## src/rtl/cpuam_consts.svh

```systemverilog
// Constants for the addressing-mode decoder
// Function
// - Seventeen operand addressing modes in seven families are decoded.
// - Short modes other than the indexed ones reach page zero only; long modes reach the full 64 Kbyte space.
// - Read-modify-write opcodes decode to short or no-offset addressing modes only.
// - Inherent instructions are one byte; no operand byte is fetched.
// - Mask-set raises interrupt level to 3; mask-reset lowers it to 0.
// - Immediate instructions are two bytes; second byte is the operand value.
// - Direct short fetches one address byte, range 00 to FF.
// - Direct long fetches a two-byte address word, full 64 Kbyte range.
// - Indexed address is the unsigned sum of index and offset.
// - Indexed without offset fetches nothing; address is the index, 00 to FF.
// - Indexed short fetches one offset byte; sum covers 00 to 1FE.
// - Indexed long fetches a two-byte offset word; sum reaches 64 Kbyte.
// - Indirect: byte after opcode addresses a pointer read from memory.
// - Indirect short reads a one-byte page-zero pointer; one byte follows opcode.
// - Indirect long reads a two-byte page-zero pointer; one byte follows opcode.
// - Relative branches add a signed 8-bit offset to the program counter.
// - Indirect indexed adds the index, unsigned, to the fetched pointer.
// - Prefix 90 selects the second index register instead of the first.
`ifndef CPUAM_CONSTS_SVH
`define CPUAM_CONSTS_SVH

// Prefix bytes
`define CPUAM_PFX_ALT_IDX 8'h90
`define CPUAM_PFX_IND_ALT 8'h91
`define CPUAM_PFX_IND 8'h92

// Inherent interrupt-mask opcodes
`define CPUAM_OP_MASK_SET 8'h9b
`define CPUAM_OP_MASK_CLR 8'h9a

// Interrupt levels
`define CPUAM_LVL_MASKED 2'h3
`define CPUAM_LVL_OPEN 2'h0
`define CPUAM_LVL_RESET 2'h3

// Opcode high-nibble groups
`define CPUAM_GRP_BITREL 4'h0
`define CPUAM_GRP_BIT 4'h1
`define CPUAM_GRP_REL 4'h2
`define CPUAM_GRP_RMW_DIR 4'h3
`define CPUAM_GRP_RMW_IDX1 4'h6
`define CPUAM_GRP_RMW_IDX0 4'h7
`define CPUAM_GRP_IMM 4'ha
`define CPUAM_GRP_DIR1 4'hb
`define CPUAM_GRP_DIR2 4'hc
`define CPUAM_GRP_IDX2 4'hd
`define CPUAM_GRP_IDX1 4'he
`define CPUAM_GRP_IDX0 4'hf

// Reset counter value and page-zero high byte
`define CPUAM_PC_RESET 16'h0000
`define CPUAM_PAGE_ZERO 8'h00

`endif

```

## src/rtl/cpuam_pkg.sv

```systemverilog
// Types for the addressing-mode decoder
package cpuam_pkg;

   typedef enum logic [4:0] {
      am_inherent, am_immediate, am_dir_short, am_dir_long,
      am_idx_none, am_idx_short, am_idx_long,
      am_ind_short, am_ind_long, am_indidx_short, am_indidx_long,
      am_rel_direct, am_rel_indirect,
      am_bit_direct, am_bit_indirect, am_bitrel_direct, am_bitrel_indirect
   } cpuam_mode_t;

   typedef enum logic [2:0] {
      st_idle, st_op, st_b1, st_b2, st_p1, st_p2, st_rel
   } cpuam_state_t;

   typedef struct packed {
      cpuam_state_t st;
      cpuam_mode_t mode;
      logic [15:0] pc;
      logic [15:0] ea;
      logic [15:0] target;
      logic [7:0] operand;
      logic [7:0] opcode;
      logic [7:0] b1;
      logic use_y;
      logic ind;
      logic [15:0] mem_addr;
      logic mem_rd;
      logic done;
      logic branch;
      logic [1:0] int_level;
   } cpuam_regs_t;

endpackage

```

## src/rtl/cpuam_mode_dec.sv

```systemverilog
// Opcode group to addressing-mode decoder
`timescale 1ns/1ps
`include "cpuam_consts.svh"
module cpuam_mode_dec (
   // Opcode and indirect prefix
   input wire logic [7:0] opcode,
   input wire logic ind,
   // Decoded mode
   output cpuam_pkg::cpuam_mode_t mode
);

   // Group nibble selects the mode; indirect prefix swaps to pointer form
   always_comb begin
      unique case (opcode[7:4])
         `CPUAM_GRP_IMM: mode = cpuam_pkg::am_immediate;
         `CPUAM_GRP_DIR1: mode = ind ? cpuam_pkg::am_ind_short : cpuam_pkg::am_dir_short;
         `CPUAM_GRP_DIR2: mode = ind ? cpuam_pkg::am_ind_long : cpuam_pkg::am_dir_long;
         `CPUAM_GRP_IDX2: mode = ind ? cpuam_pkg::am_indidx_long : cpuam_pkg::am_idx_long;
         `CPUAM_GRP_IDX1: mode = ind ? cpuam_pkg::am_indidx_short : cpuam_pkg::am_idx_short;
         `CPUAM_GRP_IDX0: mode = cpuam_pkg::am_idx_none;
         // Read-modify-write groups never take a long form
         `CPUAM_GRP_RMW_DIR: mode = ind ? cpuam_pkg::am_ind_short : cpuam_pkg::am_dir_short;
         `CPUAM_GRP_RMW_IDX1: begin
            mode = ind ? cpuam_pkg::am_indidx_short : cpuam_pkg::am_idx_short;
         end
         `CPUAM_GRP_RMW_IDX0: mode = cpuam_pkg::am_idx_none;
         `CPUAM_GRP_REL: mode = ind ? cpuam_pkg::am_rel_indirect : cpuam_pkg::am_rel_direct;
         `CPUAM_GRP_BIT: mode = ind ? cpuam_pkg::am_bit_indirect : cpuam_pkg::am_bit_direct;
         `CPUAM_GRP_BITREL: begin
            mode = ind ? cpuam_pkg::am_bitrel_indirect : cpuam_pkg::am_bitrel_direct;
         end
         default: mode = cpuam_pkg::am_inherent;
      endcase
   end

endmodule

```

## src/rtl/cpuam_top.sv

```systemverilog
// Addressing-mode sequencer and effective-address generator
`timescale 1ns/1ps
`include "cpuam_consts.svh"
module cpuam_top (
   // Clock and reset
   input wire logic clk,
   input wire logic rstn,
   // Control
   input wire logic start,
   input wire logic pc_load,
   input wire logic [15:0] pc_load_val,
   // Index registers
   input wire logic [7:0] idx_x,
   input wire logic [7:0] idx_y,
   // Memory bus
   output logic [15:0] mem_addr,
   output logic mem_rd,
   input wire logic [7:0] mem_rdata,
   // Results
   output logic done,
   output cpuam_pkg::cpuam_mode_t mode,
   output logic [7:0] opcode,
   output logic [15:0] ea,
   output logic [7:0] operand,
   output logic branch,
   output logic [15:0] target,
   output logic [15:0] pc,
   output logic [1:0] int_level
);

   cpuam_pkg::cpuam_regs_t s_q;
   cpuam_pkg::cpuam_regs_t s_d;
   cpuam_pkg::cpuam_mode_t dec_mode;

   // Mode of the byte now on the bus
   cpuam_mode_dec u_dec (
      .opcode(mem_rdata),
      .ind(s_q.ind),
      .mode(dec_mode)
   );

   // Selected index register, widened to an address
   function automatic logic [15:0] sel_idx(input logic use_y, input logic [7:0] x,
                                           input logic [7:0] y);
      sel_idx = {`CPUAM_PAGE_ZERO, use_y ? y : x};
   endfunction

   // Signed 8-bit offset widened for the counter
   function automatic logic [15:0] sext(input logic [7:0] v);
      sext = {{8{v[7]}}, v};
   endfunction

   // Read the next program byte and step the counter
   function automatic cpuam_pkg::cpuam_regs_t fetch(input cpuam_pkg::cpuam_regs_t r);
      fetch = r;
      fetch.mem_addr = r.pc;
      fetch.mem_rd = 1'b1;
      fetch.pc = r.pc + 16'h0001;
   endfunction

   // Read a page-zero pointer byte
   function automatic cpuam_pkg::cpuam_regs_t rd_zp(input cpuam_pkg::cpuam_regs_t r,
                                                    input logic [7:0] a);
      rd_zp = r;
      rd_zp.mem_addr = {`CPUAM_PAGE_ZERO, a};
      rd_zp.mem_rd = 1'b1;
   endfunction

   // Close the sequence with an address
   function automatic cpuam_pkg::cpuam_regs_t finish(input cpuam_pkg::cpuam_regs_t r,
                                                     input logic [15:0] a);
      finish = r;
      finish.ea = a;
      finish.done = 1'b1;
      finish.st = cpuam_pkg::st_idle;
   endfunction

   // Next-state logic
   always_comb begin
      s_d = s_q;
      s_d.done = 1'b0;
      s_d.mem_rd = 1'b0;
      unique case (s_q.st)
         cpuam_pkg::st_idle: begin
            if (pc_load) begin
               s_d.pc = pc_load_val;
            end
            if (start) begin
               s_d.use_y = 1'b0;
               s_d.ind = 1'b0;
               s_d.branch = 1'b0;
               s_d.operand = 8'h00;
               s_d = fetch(s_d);
               s_d.st = cpuam_pkg::st_op;
            end
         end
         cpuam_pkg::st_op: begin
            if (mem_rdata == `CPUAM_PFX_ALT_IDX) begin
               s_d.use_y = 1'b1;
               s_d = fetch(s_d);
            end else if (mem_rdata == `CPUAM_PFX_IND_ALT) begin
               s_d.use_y = 1'b1;
               s_d.ind = 1'b1;
               s_d = fetch(s_d);
            end else if (mem_rdata == `CPUAM_PFX_IND) begin
               s_d.ind = 1'b1;
               s_d = fetch(s_d);
            end else begin
               s_d.opcode = mem_rdata;
               s_d.mode = dec_mode;
               if (dec_mode == cpuam_pkg::am_inherent) begin
                  // Opcode alone; no operand fetch
                  if (mem_rdata == `CPUAM_OP_MASK_SET) begin
                     s_d.int_level = `CPUAM_LVL_MASKED;
                  end else if (mem_rdata == `CPUAM_OP_MASK_CLR) begin
                     s_d.int_level = `CPUAM_LVL_OPEN;
                  end
                  s_d = finish(s_d, s_q.ea);
               end else if (dec_mode == cpuam_pkg::am_idx_none) begin
                  s_d = finish(s_d, sel_idx(s_q.use_y, idx_x, idx_y));
               end else begin
                  s_d = fetch(s_d);
                  s_d.st = cpuam_pkg::st_b1;
               end
            end
         end
         cpuam_pkg::st_b1: begin
            s_d.b1 = mem_rdata;
            unique case (s_q.mode)
               cpuam_pkg::am_immediate: begin
                  s_d.operand = mem_rdata;
                  s_d = finish(s_d, s_q.ea);
               end
               cpuam_pkg::am_dir_short, cpuam_pkg::am_bit_direct: begin
                  s_d = finish(s_d, {`CPUAM_PAGE_ZERO, mem_rdata});
               end
               cpuam_pkg::am_bitrel_direct: begin
                  s_d.ea = {`CPUAM_PAGE_ZERO, mem_rdata};
                  s_d = fetch(s_d);
                  s_d.st = cpuam_pkg::st_rel;
               end
               cpuam_pkg::am_dir_long, cpuam_pkg::am_idx_long: begin
                  s_d = fetch(s_d);
                  s_d.st = cpuam_pkg::st_b2;
               end
               cpuam_pkg::am_idx_short: begin
                  // Unsigned sum reaches 1fe at most
                  s_d = finish(s_d, {`CPUAM_PAGE_ZERO, mem_rdata} +
                               sel_idx(s_q.use_y, idx_x, idx_y));
               end
               cpuam_pkg::am_rel_direct: begin
                  s_d.target = s_q.pc + sext(mem_rdata);
                  s_d.branch = 1'b1;
                  s_d = finish(s_d, s_q.ea);
               end
               default: begin
                  // Byte after opcode is a pointer address
                  s_d = rd_zp(s_d, mem_rdata);
                  s_d.st = cpuam_pkg::st_p1;
               end
            endcase
         end
         cpuam_pkg::st_b2: begin
            if (s_q.mode == cpuam_pkg::am_idx_long) begin
               s_d = finish(s_d, {s_q.b1, mem_rdata} +
                            sel_idx(s_q.use_y, idx_x, idx_y));
            end else begin
               s_d = finish(s_d, {s_q.b1, mem_rdata});
            end
         end
         cpuam_pkg::st_p1: begin
            s_d.b1 = mem_rdata;
            unique case (s_q.mode)
               cpuam_pkg::am_ind_long, cpuam_pkg::am_indidx_long: begin
                  // Second pointer byte, still in page zero
                  s_d = rd_zp(s_d, s_q.b1 + 8'h01);
                  s_d.st = cpuam_pkg::st_p2;
               end
               cpuam_pkg::am_indidx_short: begin
                  s_d = finish(s_d, {`CPUAM_PAGE_ZERO, mem_rdata} +
                               sel_idx(s_q.use_y, idx_x, idx_y));
               end
               cpuam_pkg::am_bitrel_indirect: begin
                  s_d.ea = {`CPUAM_PAGE_ZERO, mem_rdata};
                  s_d = fetch(s_d);
                  s_d.st = cpuam_pkg::st_rel;
               end
               cpuam_pkg::am_rel_indirect: begin
                  s_d.target = s_q.pc + sext(mem_rdata);
                  s_d.branch = 1'b1;
                  s_d = finish(s_d, s_q.ea);
               end
               default: begin
                  s_d = finish(s_d, {`CPUAM_PAGE_ZERO, mem_rdata});
               end
            endcase
         end
         cpuam_pkg::st_p2: begin
            if (s_q.mode == cpuam_pkg::am_indidx_long) begin
               s_d = finish(s_d, {s_q.b1, mem_rdata} +
                            sel_idx(s_q.use_y, idx_x, idx_y));
            end else begin
               s_d = finish(s_d, {s_q.b1, mem_rdata});
            end
         end
         cpuam_pkg::st_rel: begin
            s_d.target = s_q.pc + sext(mem_rdata);
            s_d.branch = 1'b1;
            s_d = finish(s_d, s_q.ea);
         end
         default: begin
            s_d.st = cpuam_pkg::st_idle;
         end
      endcase
   end

   // State register
   always_ff @(posedge clk or negedge rstn) begin
      if (!rstn) begin
         s_q <= '0;
         s_q.st <= cpuam_pkg::st_idle;
         s_q.mode <= cpuam_pkg::am_inherent;
         s_q.pc <= `CPUAM_PC_RESET;
         s_q.int_level <= `CPUAM_LVL_RESET;
      end else begin
         s_q <= s_d;
      end
   end

   // Outputs straight from the state register
   assign mem_addr = s_q.mem_addr;
   assign mem_rd = s_q.mem_rd;
   assign done = s_q.done;
   assign mode = s_q.mode;
   assign opcode = s_q.opcode;
   assign ea = s_q.ea;
   assign operand = s_q.operand;
   assign branch = s_q.branch;
   assign target = s_q.target;
   assign pc = s_q.pc;
   assign int_level = s_q.int_level;

endmodule

```

## config.mk

```make
export PLATFORM = sky130hd
export DESIGN_NAME = cpuam_top
export DESIGN_NICKNAME = d
export VERILOG_FILES = /design/src/rtl/cpuam_pkg.sv /design/src/rtl/cpuam_mode_dec.sv /design/src/rtl/cpuam_top.sv
export VERILOG_INCLUDE_DIRS = /design/src /design/src/rtl
export SDC_FILE = /design/constraint.sdc
export NUM_CORES = 1
export LEC_CHECK = 0
export BUFFER_PORTS_ARGS = -buffer_cell sky130_fd_sc_hd__buf_4
export CORE_MARGIN = 1.5
export CORE_UTILIZATION = 45
export CTS_BUF_LIST = sky130_fd_sc_hd__clkbuf_4 sky130_fd_sc_hd__clkbuf_8
export CTS_CLUSTER_SIZE = 16
export DETAILED_ROUTE_END_ITERATION = 6
export GPL_TIMING_DRIVEN = 0
export PLACE_DENSITY_LB_ADDON = 0.3
export SLEW_MARGIN = 20
export SYNTH_ARGS = -nofsm -noshare
export SYNTH_HDL_FRONTEND = slang
export SYNTH_HIERARCHICAL = 1
export SYNTH_SLANG_ARGS = --single-unit
export TNS_END_PERCENT = 1
```

## constraint.sdc

```tcl
create_clock -name clk -period 3.2 [get_ports clk]
set_input_delay 0.16 -clock clk [delete_from_list [all_inputs] [get_ports clk]]
set_output_delay 0.16 -clock clk [all_outputs]
set_load 0.05 [all_outputs]
```

==> implementation parameters, run 1 <==
Parameter                              Value

CTS
  Clock buffers created by TritonCTS ... 9
  CTS tree ... done
  Library cell used as clock root buffer ... clkbuf_8
  Clock latency of the later-clocked register in the worst-skew pair ... 0.39 ns
  Number of clock sinks ... roughly 100
  CTS clock-pin slew for the worst setup and hold paths ... 0.10 ns
  Clock H-tree levels ... 3
  Number of buffers on the longest clock path ... 2

Floorplanning
  Ports placed on the boundary ... between 100 and 150
  Number of core rows ... 48
  Die Width ... ~130 µm
  Die area ... about 18000 µm²
  Initial Util ... 0.457
  Area of the core ... about 17000 µm²
  Die Span Y ... 135 µm

STA
  Tcrit/Tclk final ... 0.920
  Final Slew Violations ... 0
  Transition time at the pin with the least slew margin ... between 0.9 and 1 ns
  Setup repair after global routing missed its margin ... true
  Max-slew headroom ... 0.362
  Maximum clock frequency ... around 340 MHz
  Clock Skews ... 0.0164 ns
  Number of hold-slack violations in the final timing report ... 0
  Min cycle time layout ... about 2.9 ns
  # setup viols final ... 0

Route
  Initial detailed-routing violation count ... between 600 and 700
  Total routed wirelength ... 21.8 mm
  Routed length on met3 ... ~1.5 mm
  DR WL/cell ... approximately 17 µm
  Highest metal layer with signal wires ... met4
  Post-route antenna net violation count ... 0
  Met2 wire length ... between 10 and 15 mm
  First-pass iteration count of the detailed router ... 6
  Via count ... 7181
  Via density per instance ... 5.75
  Total routed wire length on the met1 layer ... just over 9 mm
  DRC violation count after routing ... 0

GRT
  Antenna violations before repair ... 0
  Total Routing Usage GR ... 0.245
  Largest net degree at the start of global routing ... just over 100
  Number of global-route vias before repair ... around 6800
  Residual overflow from global routing ... 0
  Wire length of the first global-routing pass ... about 35 mm

Logic synthesis
  Post-Syn Area per Cell ... about 9 µm²
  Number of distinct library cells after synthesis ... a little under 90
  Biggest area contributors in the synthesized netlist ... dfrtp_1, buf_4, nand2_1
  Number of synthesized flops with an enable pin ... 0
  Register bit total from synthesis ... 102
  Cell type with the largest total area after synthesis ... dfrtp_1
  Commonest register cell after synthesis ... dfrtp_1
  Proportion of synthesized chip area in sequential cells ... 0.326
  Cells after synthesis ... 873
  Yosys top cell area share ... 0.323
  Post-Synthesis Cell Area ... 7820 µm²
  Asr flop ratio synth ... 1.00
  Syn Nets ... 946
  Synth Warn # ... 6

Finish
  Multi-input gate area in the final layout ... approximately 4300 µm²
  Area Overhead vs Synth ... 19.4%
  Number of nets at the end of the flow ... between 1000 and 1500
  Ratio of cells with drive above 1 in the final layout ... 0.305
  Post-route non-filler standard cell count ... roughly 1200
  # fillers ... about 1600
  Register Area ... 2550 µm²
  Antenna diode count ... 0

Pwr
  Post-layout power ... a little over 10 mW
  Cell leakage power ... 4.29 nW
  Worst vdd rail ir drop ... 650 µV
  Power Dens Cells ... around 1100 nW/µm²

Critical path
  Max Fanout on Critical Path ... 10
  Setup slack of the worst register-to-register path ... around 0.26 ns
  Kind of capture point of the worst setup path ... register
  Startpoint-to-endpoint class of the critical path ... reg -> reg
  Critical Path Source Type ... register
  Worst Path Arrival ... between 3 and 4 ns
  Endpoint required time on the critical path ... around 3.5 ns
  Length in cells of the worst reg-to-reg path ... 9

Run status
  Outcome ... complete, no violations

Placement
  Placed Cells ... approximately 1200
  Routability Congestion ... around 0.94
  Estimated wirelength of the detail-placed design ... 16.2 mm
  Number of buffers added on ports ... between 100 and 150

Run
  MaxCap Viol Count ... 0

Worst hold path
  Number of stages on the worst hold path ... 3
  Hold Crit Class ... in -> reg
layer usage:
metal,track usage,vias up
li1,-,3412
met3,0.0522,44
met1,0.326,3436
met5,0,-
met4,0.0783,0
met2,0.399,289
Yosys cell counts (5+ instances only):
| cell type | count |
|---|---|
| buf_2 | 18 |
| or3_1 | 5 |
| nor3_1 | 13 |
| ha_1 | 27 |
| a211oi_1 | 7 |
| xor2_1 | 14 |
| nand3b_1 | 10 |
| nand4_1 | 9 |
| o21ai_1 | 14 |
| xnor2_1 | 21 |
| dfrtp_1 | 101 |
| mux2i_1 | 13 |
| a31oi_1 | 10 |
| a221o_1 | 23 |
| a222oi_1 | 7 |
| buf_6 | 5 |
| inv_1 | 25 |
| nand2_1 | 113 |
| o221ai_1 | 15 |
| nor2_1 | 33 |
| buf_4 | 91 |
| and3_1 | 10 |
| o21ai_0 | 57 |
| a21o_1 | 7 |
| nor4_1 | 9 |
| a21oi_1 | 28 |
| o211ai_1 | 10 |
| mux2_2 | 28 |
| o311ai_1 | 5 |
| nand3_1 | 21 |
| clkbuf_1 | 14 |
| nor2b_1 | 10 |
| nand2b_1 | 12 |
| a22o_1 | 9 |
registers in the layout, summed over array words and instances (netlist names):
signal / cells
mode: 5
done: 1
operand: 8
s_q: 13
mem_addr: 16
opcode: 8
pc: 16
int_level: 1
ea: 16
mem_rd: 1
target: 16
branch: 1
metrics by stage:
| stage | instance area [µm²] | hold WS [ns] | setup WS, ns | utilization | TNS (ns) |
|---|---|---|---|---|---|
| 2_1_floorplan | 7820 | -0.136 | 0.574 | - | 0 |
| 3_3_place_gp | 9100 | 0.460 | 0.204 | 0.532 | 0 |
| 3_5_place_dp | 9110 | 0.359 | 0.150 | 0.532 | 0 |
| 4_1_cts | 9340 | 0.0854 | 0.149 | 0.546 | 0 |
| 5_1_grt | 9340 | 0.113 | -0.00134 | 0.546 | -0.00134 |
| 6_report | 9340 | 0.110 | 0.256 | 0.546 | 0 |
cell families (layout without fill, tap and decap cells):
kind of cell,after synthesis,count (layout),synth area share
AOI/OAI and AO/OA,233,233,0.214
xor gates and xnor gates,36,36,0.0413
and+or+nand+nor,278,278,0.187
adders and majority gates,29,29,0.0483
DFF,102,102,0.326
buffers and inverters,154,304,0.126
muxes,41,41,0.0569
power by group:
group          leakage, nW  internal [mW]  switching, mW
sequential            1.26           1.86          0.560
combinational         2.92           2.68           4.17
clock                0.108          0.459          0.473
total                 4.29           5.00           5.20
area by class of cell:
cell class	instances	area share
Tap cell	225	0.0301
Clock buffer	10	0.0147
Buffer	129	0.0953
Inverter	25	0.0100
Sequential cell	102	0.273
Clock inverter	6	0.00911
Multi-Input combinational cell	617	0.459
Timing Repair Buffer	134	0.108
worst paths after layout:
| check | startpoint | to |
|---|---|---|
| max reg2reg | s_q[21] | ea[7] |
| min in group asynchronous | rstn | target[0] |
| min reg2reg | target[15] | target[15] |
| max | s_q[21] | ea[7] |
| min | mem_rdata[4] | ea[4] |
| max in group asynchronous | rstn | branch |
timing repair:
item,in CTS,in global routing
endpoints found under the hold margin,101,0
hold buffers,1,0
endpoints found under the setup margin,0,4
resized for setup,0,1
buffers inserted,0,0
critical path, cell delays in order, from the launching register on:
cell and delay, ns:
dfrtp_1 0.49, nor2b_1 0.18, o21ai_0 0.14, a21oi_1 0.12, or4_1 0.61, a31oi_1 0.35
o22ai_1 0.30, buf_2 0.30, a222oi_1 0.23, o21ai_1 0.10
cell usage in the layout (no fill, tap or decap), drive strengths merged, types with 11 or more instances in the layout:
cell type	Yosys	final
nand2b	13	13
a221o	23	23
o221ai	15	15
mux2	28	28
dfrtp	101	101
buf	114	247
o21ai	72	72
o211ai	11	11
xor2	15	15
ha	27	27
nand3	21	21
mux2i	13	13
inv	25	25
a21oi	28	28
clkbuf	15	25
nor3	13	13
nor2	35	35
nand2	113	113
xnor2	21	21
Power figures use the tool's default switching activity.
==> run 2, diff against run 1 <==
--- a/config.mk
+++ b/config.mk
@@ -6,6 +6,7 @@
 export SDC_FILE = /design/constraint.sdc
 export NUM_CORES = 1
 export LEC_CHECK = 0
+export ABC_AREA = 1
 export BUFFER_PORTS_ARGS = -buffer_cell sky130_fd_sc_hd__buf_4
 export CORE_MARGIN = 1.5
 export CORE_UTILIZATION = 45
==> implementation parameters, run 2 <==
Parameter                              Value

Run status
  Outcome ... complete, no violations

Finish
  Most common library cell in the layout ignoring fill and taps ... nand2_1
  Commonest cells after routing, fill and taps aside ... nand2_1, buf_4, nand3_1
  # fillers ... 1798 (+12%)
  Area Overhead vs Synth ... 18.2%
  Final core occ ... 0.542 (-0.00320)
  Antenna diode count ... 0 (unchanged)
  Number of nets at the end of the flow ... 1454 (+33%)
  Ratio of cells with drive above 1 in the final layout ... 0.211 (-0.0943)
  Area of all placed cells without fillers ... 9780 µm² (+4.7%)

Pwr
  Clock network power share ... 0.087 (-0.004)
  Worst vdd rail ir drop ... 608 µV (-6.5%)
  Sw Ratio ... 0.552 (+0.0423)
  Portion of total power attributed to combinational logic ... 0.677 (+0.005)
  Cell leakage power ... 5.21 nW (+22%)
  Fraction of power consumed by sequential logic ... 0.236 (about the same)
  Int Power ... 4.68 mW (-6.3%)
  Power Dens Cells ... 1070 nW/µm² (-2.1%)
  Sw Pwr ... 5.78 mW (+11%)

Placement
  Number of buffers added on ports ... 133 (unchanged)
  Cell area after placement ... 9560 µm² (+5.0%)
  Routability Congestion ... 0.971 (+2.8%)
  Estimated wirelength of the detail-placed design ... 19.7 mm (+22%)

Logic synthesis
  Post-Synthesis Cell Area ... 8270 µm² (+5.7%)
  Number of synthesized flops with an enable pin ... 0 (unchanged)
  Synth Warn # ... 6 (unchanged)
  Cells after synthesis ... 1236 (+42%)
  Most repeated cell in the gate-level netlist after synthesis ... nand2_1
  Cell type with the largest total area after synthesis ... dfrtp_1
  Post-Syn Area per Cell ... 6.69 µm² (-25%)
  Syn Nets ... 1309 (+38%)
  Number of distinct library cells after synthesis ... 45 (-48%)
  Proportion of synthesized chip area in sequential cells ... 0.309 (-0.0177)
  Top cells by instance count after synthesis ... nand2_1, nand3_1, inv_1
  Commonest register cell after synthesis ... dfrtp_1
  Biggest area contributors in the synthesized netlist ... dfrtp_1, nand2_1, buf_4
  Register bit total from synthesis ... 102 (unchanged)
  Asr flop ratio synth ... 1.00 (unchanged)
  Yosys top cell area share ... 0.306 (-0.0175)

Route
  Total routed wirelength ... 25.6 mm (+17%)
  DRC violation count after routing ... 0 (unchanged)
  Via density per instance ... 5.32 (-7.6%)
  Initial detailed-routing violation count ... 995 (+59%)
  Post-route antenna net violation count ... 0 (unchanged)
  Via count ... 8589 (+20%)
  First-pass iteration count of the detailed router ... 5 (-1)
  DR WL/cell ... 15.8 µm (-9.4%)

CTS
  Number of gates resized after cts ... 0 (unchanged)
  CTS clock-pin slew for the worst setup and hold paths ... 0.11 ns (about the same)
  Number of clock sinks ... 102 (unchanged)
  Clock H-tree levels ... 3 (unchanged)
  Clock latency of the later-clocked register in the worst-skew pair ... 0.41 ns (+0.02 ns)
  CTS tree ... done
  Clock buffers created by TritonCTS ... 9 (unchanged)
  Library cell used as clock root buffer ... clkbuf_8
  Number of buffers on the longest clock path ... 2 (unchanged)

Run
  MaxCap Viol Count ... 0 (unchanged)

STA
  Tcrit/Tclk final ... 0.911 (-0.00876)
  # setup viols final ... 0 (unchanged)
  Worst hold margin ... 0.0836 ns (-0.0269 ns)
  Number of hold-slack violations in the final timing report ... 0 (unchanged)
  Maximum clock frequency ... 343 MHz (+0.96%)
  Setup TNS ... 0 ns (unchanged)
  Max-slew headroom ... 0.353 (-0.00917)
  Setup repair after global routing missed its margin ... false
  Transition time at the pin with the least slew margin ... 0.970 ns (+0.0138 ns)
  Min cycle time layout ... 2.92 ns (-0.0280 ns)
  Final Slew Violations ... 0 (unchanged)
  Clock Skews ... 0.0208 ns (+0.00439 ns)

Critical path
  Max Fanout on Critical Path ... 9 (-1)
  Startpoint of the worst setup timing path ... s_q[22]
  Cells along the critical path ... buf_2, inv_1, or2_2, o21ai_0, fa_1, o21ai_0, nand2_1, nand2_1, nand2_1, nand3_1, nand2_1, o21ai_0, nand3_1
  CP max-delay cell ... fa_1
  Startpoint-to-endpoint class of the critical path ... reg -> reg
  Kind of capture point of the worst setup path ... register
  Endpoint required time on the critical path ... 3.47 ns (about the same)
  Worst Path Arrival ... 3.19 ns (-0.02 ns)
  CP peak stage delay ... 0.51 ns (-0.10 ns)
  Crit Reg-Reg Startpoint ... s_q[22]
  Most Frequent Cell on Critical Path ... nand2_1
  Critical Path Source Type ... register

Floorplanning
  Die area ... 19200 µm² (+5.6%)
  Initial Util ... 0.459 (+0.00189)
  Die Width ... 139 µm (+2.8%)
  Number of core rows ... 49 (+2.1%)
  Ports placed on the boundary ... 134 (unchanged)
  Area of the core ... 18000 µm² (+5.3%)
  Die Span Y ... 139 µm (+2.8%)

GRT
  Total Routing Usage GR ... 0.264 (+0.0197)
  Wire length of the first global-routing pass ... 40.5 mm (+16%)
  Residual overflow from global routing ... 0 (unchanged)
  Antenna violations before repair ... 0 (unchanged)
  Largest net degree at the start of global routing ... 103 (unchanged)
  Number of global-route vias before repair ... 7657 (+12%)

Worst hold path
  Hold Crit Class ... in -> reg
  Beginning of the worst hold path ... mem_rdata[3]
[run 2: changes by cell type after synthesis, sizes merged, moves of 13 or more]
cell / delta
a21oi: +17
nand2b: -13
inv: +94
nand2: +277
mux2: -26
xnor2: -14
nand3: +96
a221o: -23
o221ai: -14
nor2: +72
[run 2: kinds of logic (layout without fill, tap and decap cells)]
family	Yosys count	after routing	synth area share
AO/OA/AOI/OAI	179	179	0.123
XOR/XNOR	20	20	0.0212
adder cells (fa/ha/maj)	29	29	0.0457
buffers and inverters	232	382	0.150
flip-flops	102	102	0.309
multiplexers	3	3	0.00393
AND/OR/NAND/NOR	671	671	0.347
[run 2: path summary, 6_finish.rpt]
path | end | slack [ns] | cells past startpoint
setup / recovery | ea[12] | 0.28 | 13
max in group asynchronous | ea[1] | 2.11 | 2
hold reg to reg | ea[9] | 0.48 | 2
setup reg to reg | ea[12] | 0.28 | 13
hold / removal | s_q[26] | 0.08 | 3
min in group asynchronous | opcode[4] | 0.40 | 2
[run 2: worst max-delay path: cells and delay by family, from the launching register on]
kind | cells | cell delay, ns
AND/OR/NAND/NOR | 7 | 0.75
AO/OA/AOI/OAI | 3 | 0.71
adder cells (fa/ha/maj) | 1 | 0.51
buffers and inverters | 2 | 0.45
flip-flops | 1 | 0.37
[run 2: through the flow]
step / std cells / worst slack [ns] / total power, mW
final: 1615 / 0.284 / 10.5
after detailed placement: 1598 / 0.324 / 9.49
after global placement: 1598 / 0.267 / 9.41
after CTS: 1615 / 0.285 / 10.4
after global routing: 1615 / 0.0145 / 11.2
after floorplan: 1236 / 0.899 / 7.56
[run 2: power by group through the flow]
| stage | Clock [mW] | Sequential, mW | Combinational, mW |
|---|---|---|---|
| after global placement | 0 | 2.46 | 6.95 |
| final | 0.914 | 2.47 | 7.08 |
| after global routing | 0.968 | 2.53 | 7.70 |
| after floorplan | 0 | 2.30 | 5.26 |
| after detailed placement | 0 | 2.47 | 7.02 |
| after CTS | 0.925 | 2.44 | 7.05 |
[run 2: layout make-up]
class                           count  area [µm²]  share of cell area
Buffer                            113         797              0.0815
Clock buffer                       10         131              0.0134
Clock inverter                      6        75.1             0.00768
Inverter                          119         447              0.0457
Multi-Input combinational cell    902        4470               0.458
Sequential cell                   102        2550               0.261
Tap cell                          229         287              0.0293
Timing Repair Buffer              134        1010               0.104
[run 2: repair_timing]
action,CTS,global route
hold buffers,1,0
setup buffers,0,0
hold endpoints to repair,101,0
[run 2: metal layers]
metal | vias up | GRT usage | wire length, µm
met3 | 26 | 0.0366 | 2160
li1 | 4268 | - | -
met1 | 3897 | 0.393 | 11800
met2 | 398 | 0.399 | 11100
met4 | 0 | 0.0820 | 478
met5 | - | 0 | 0
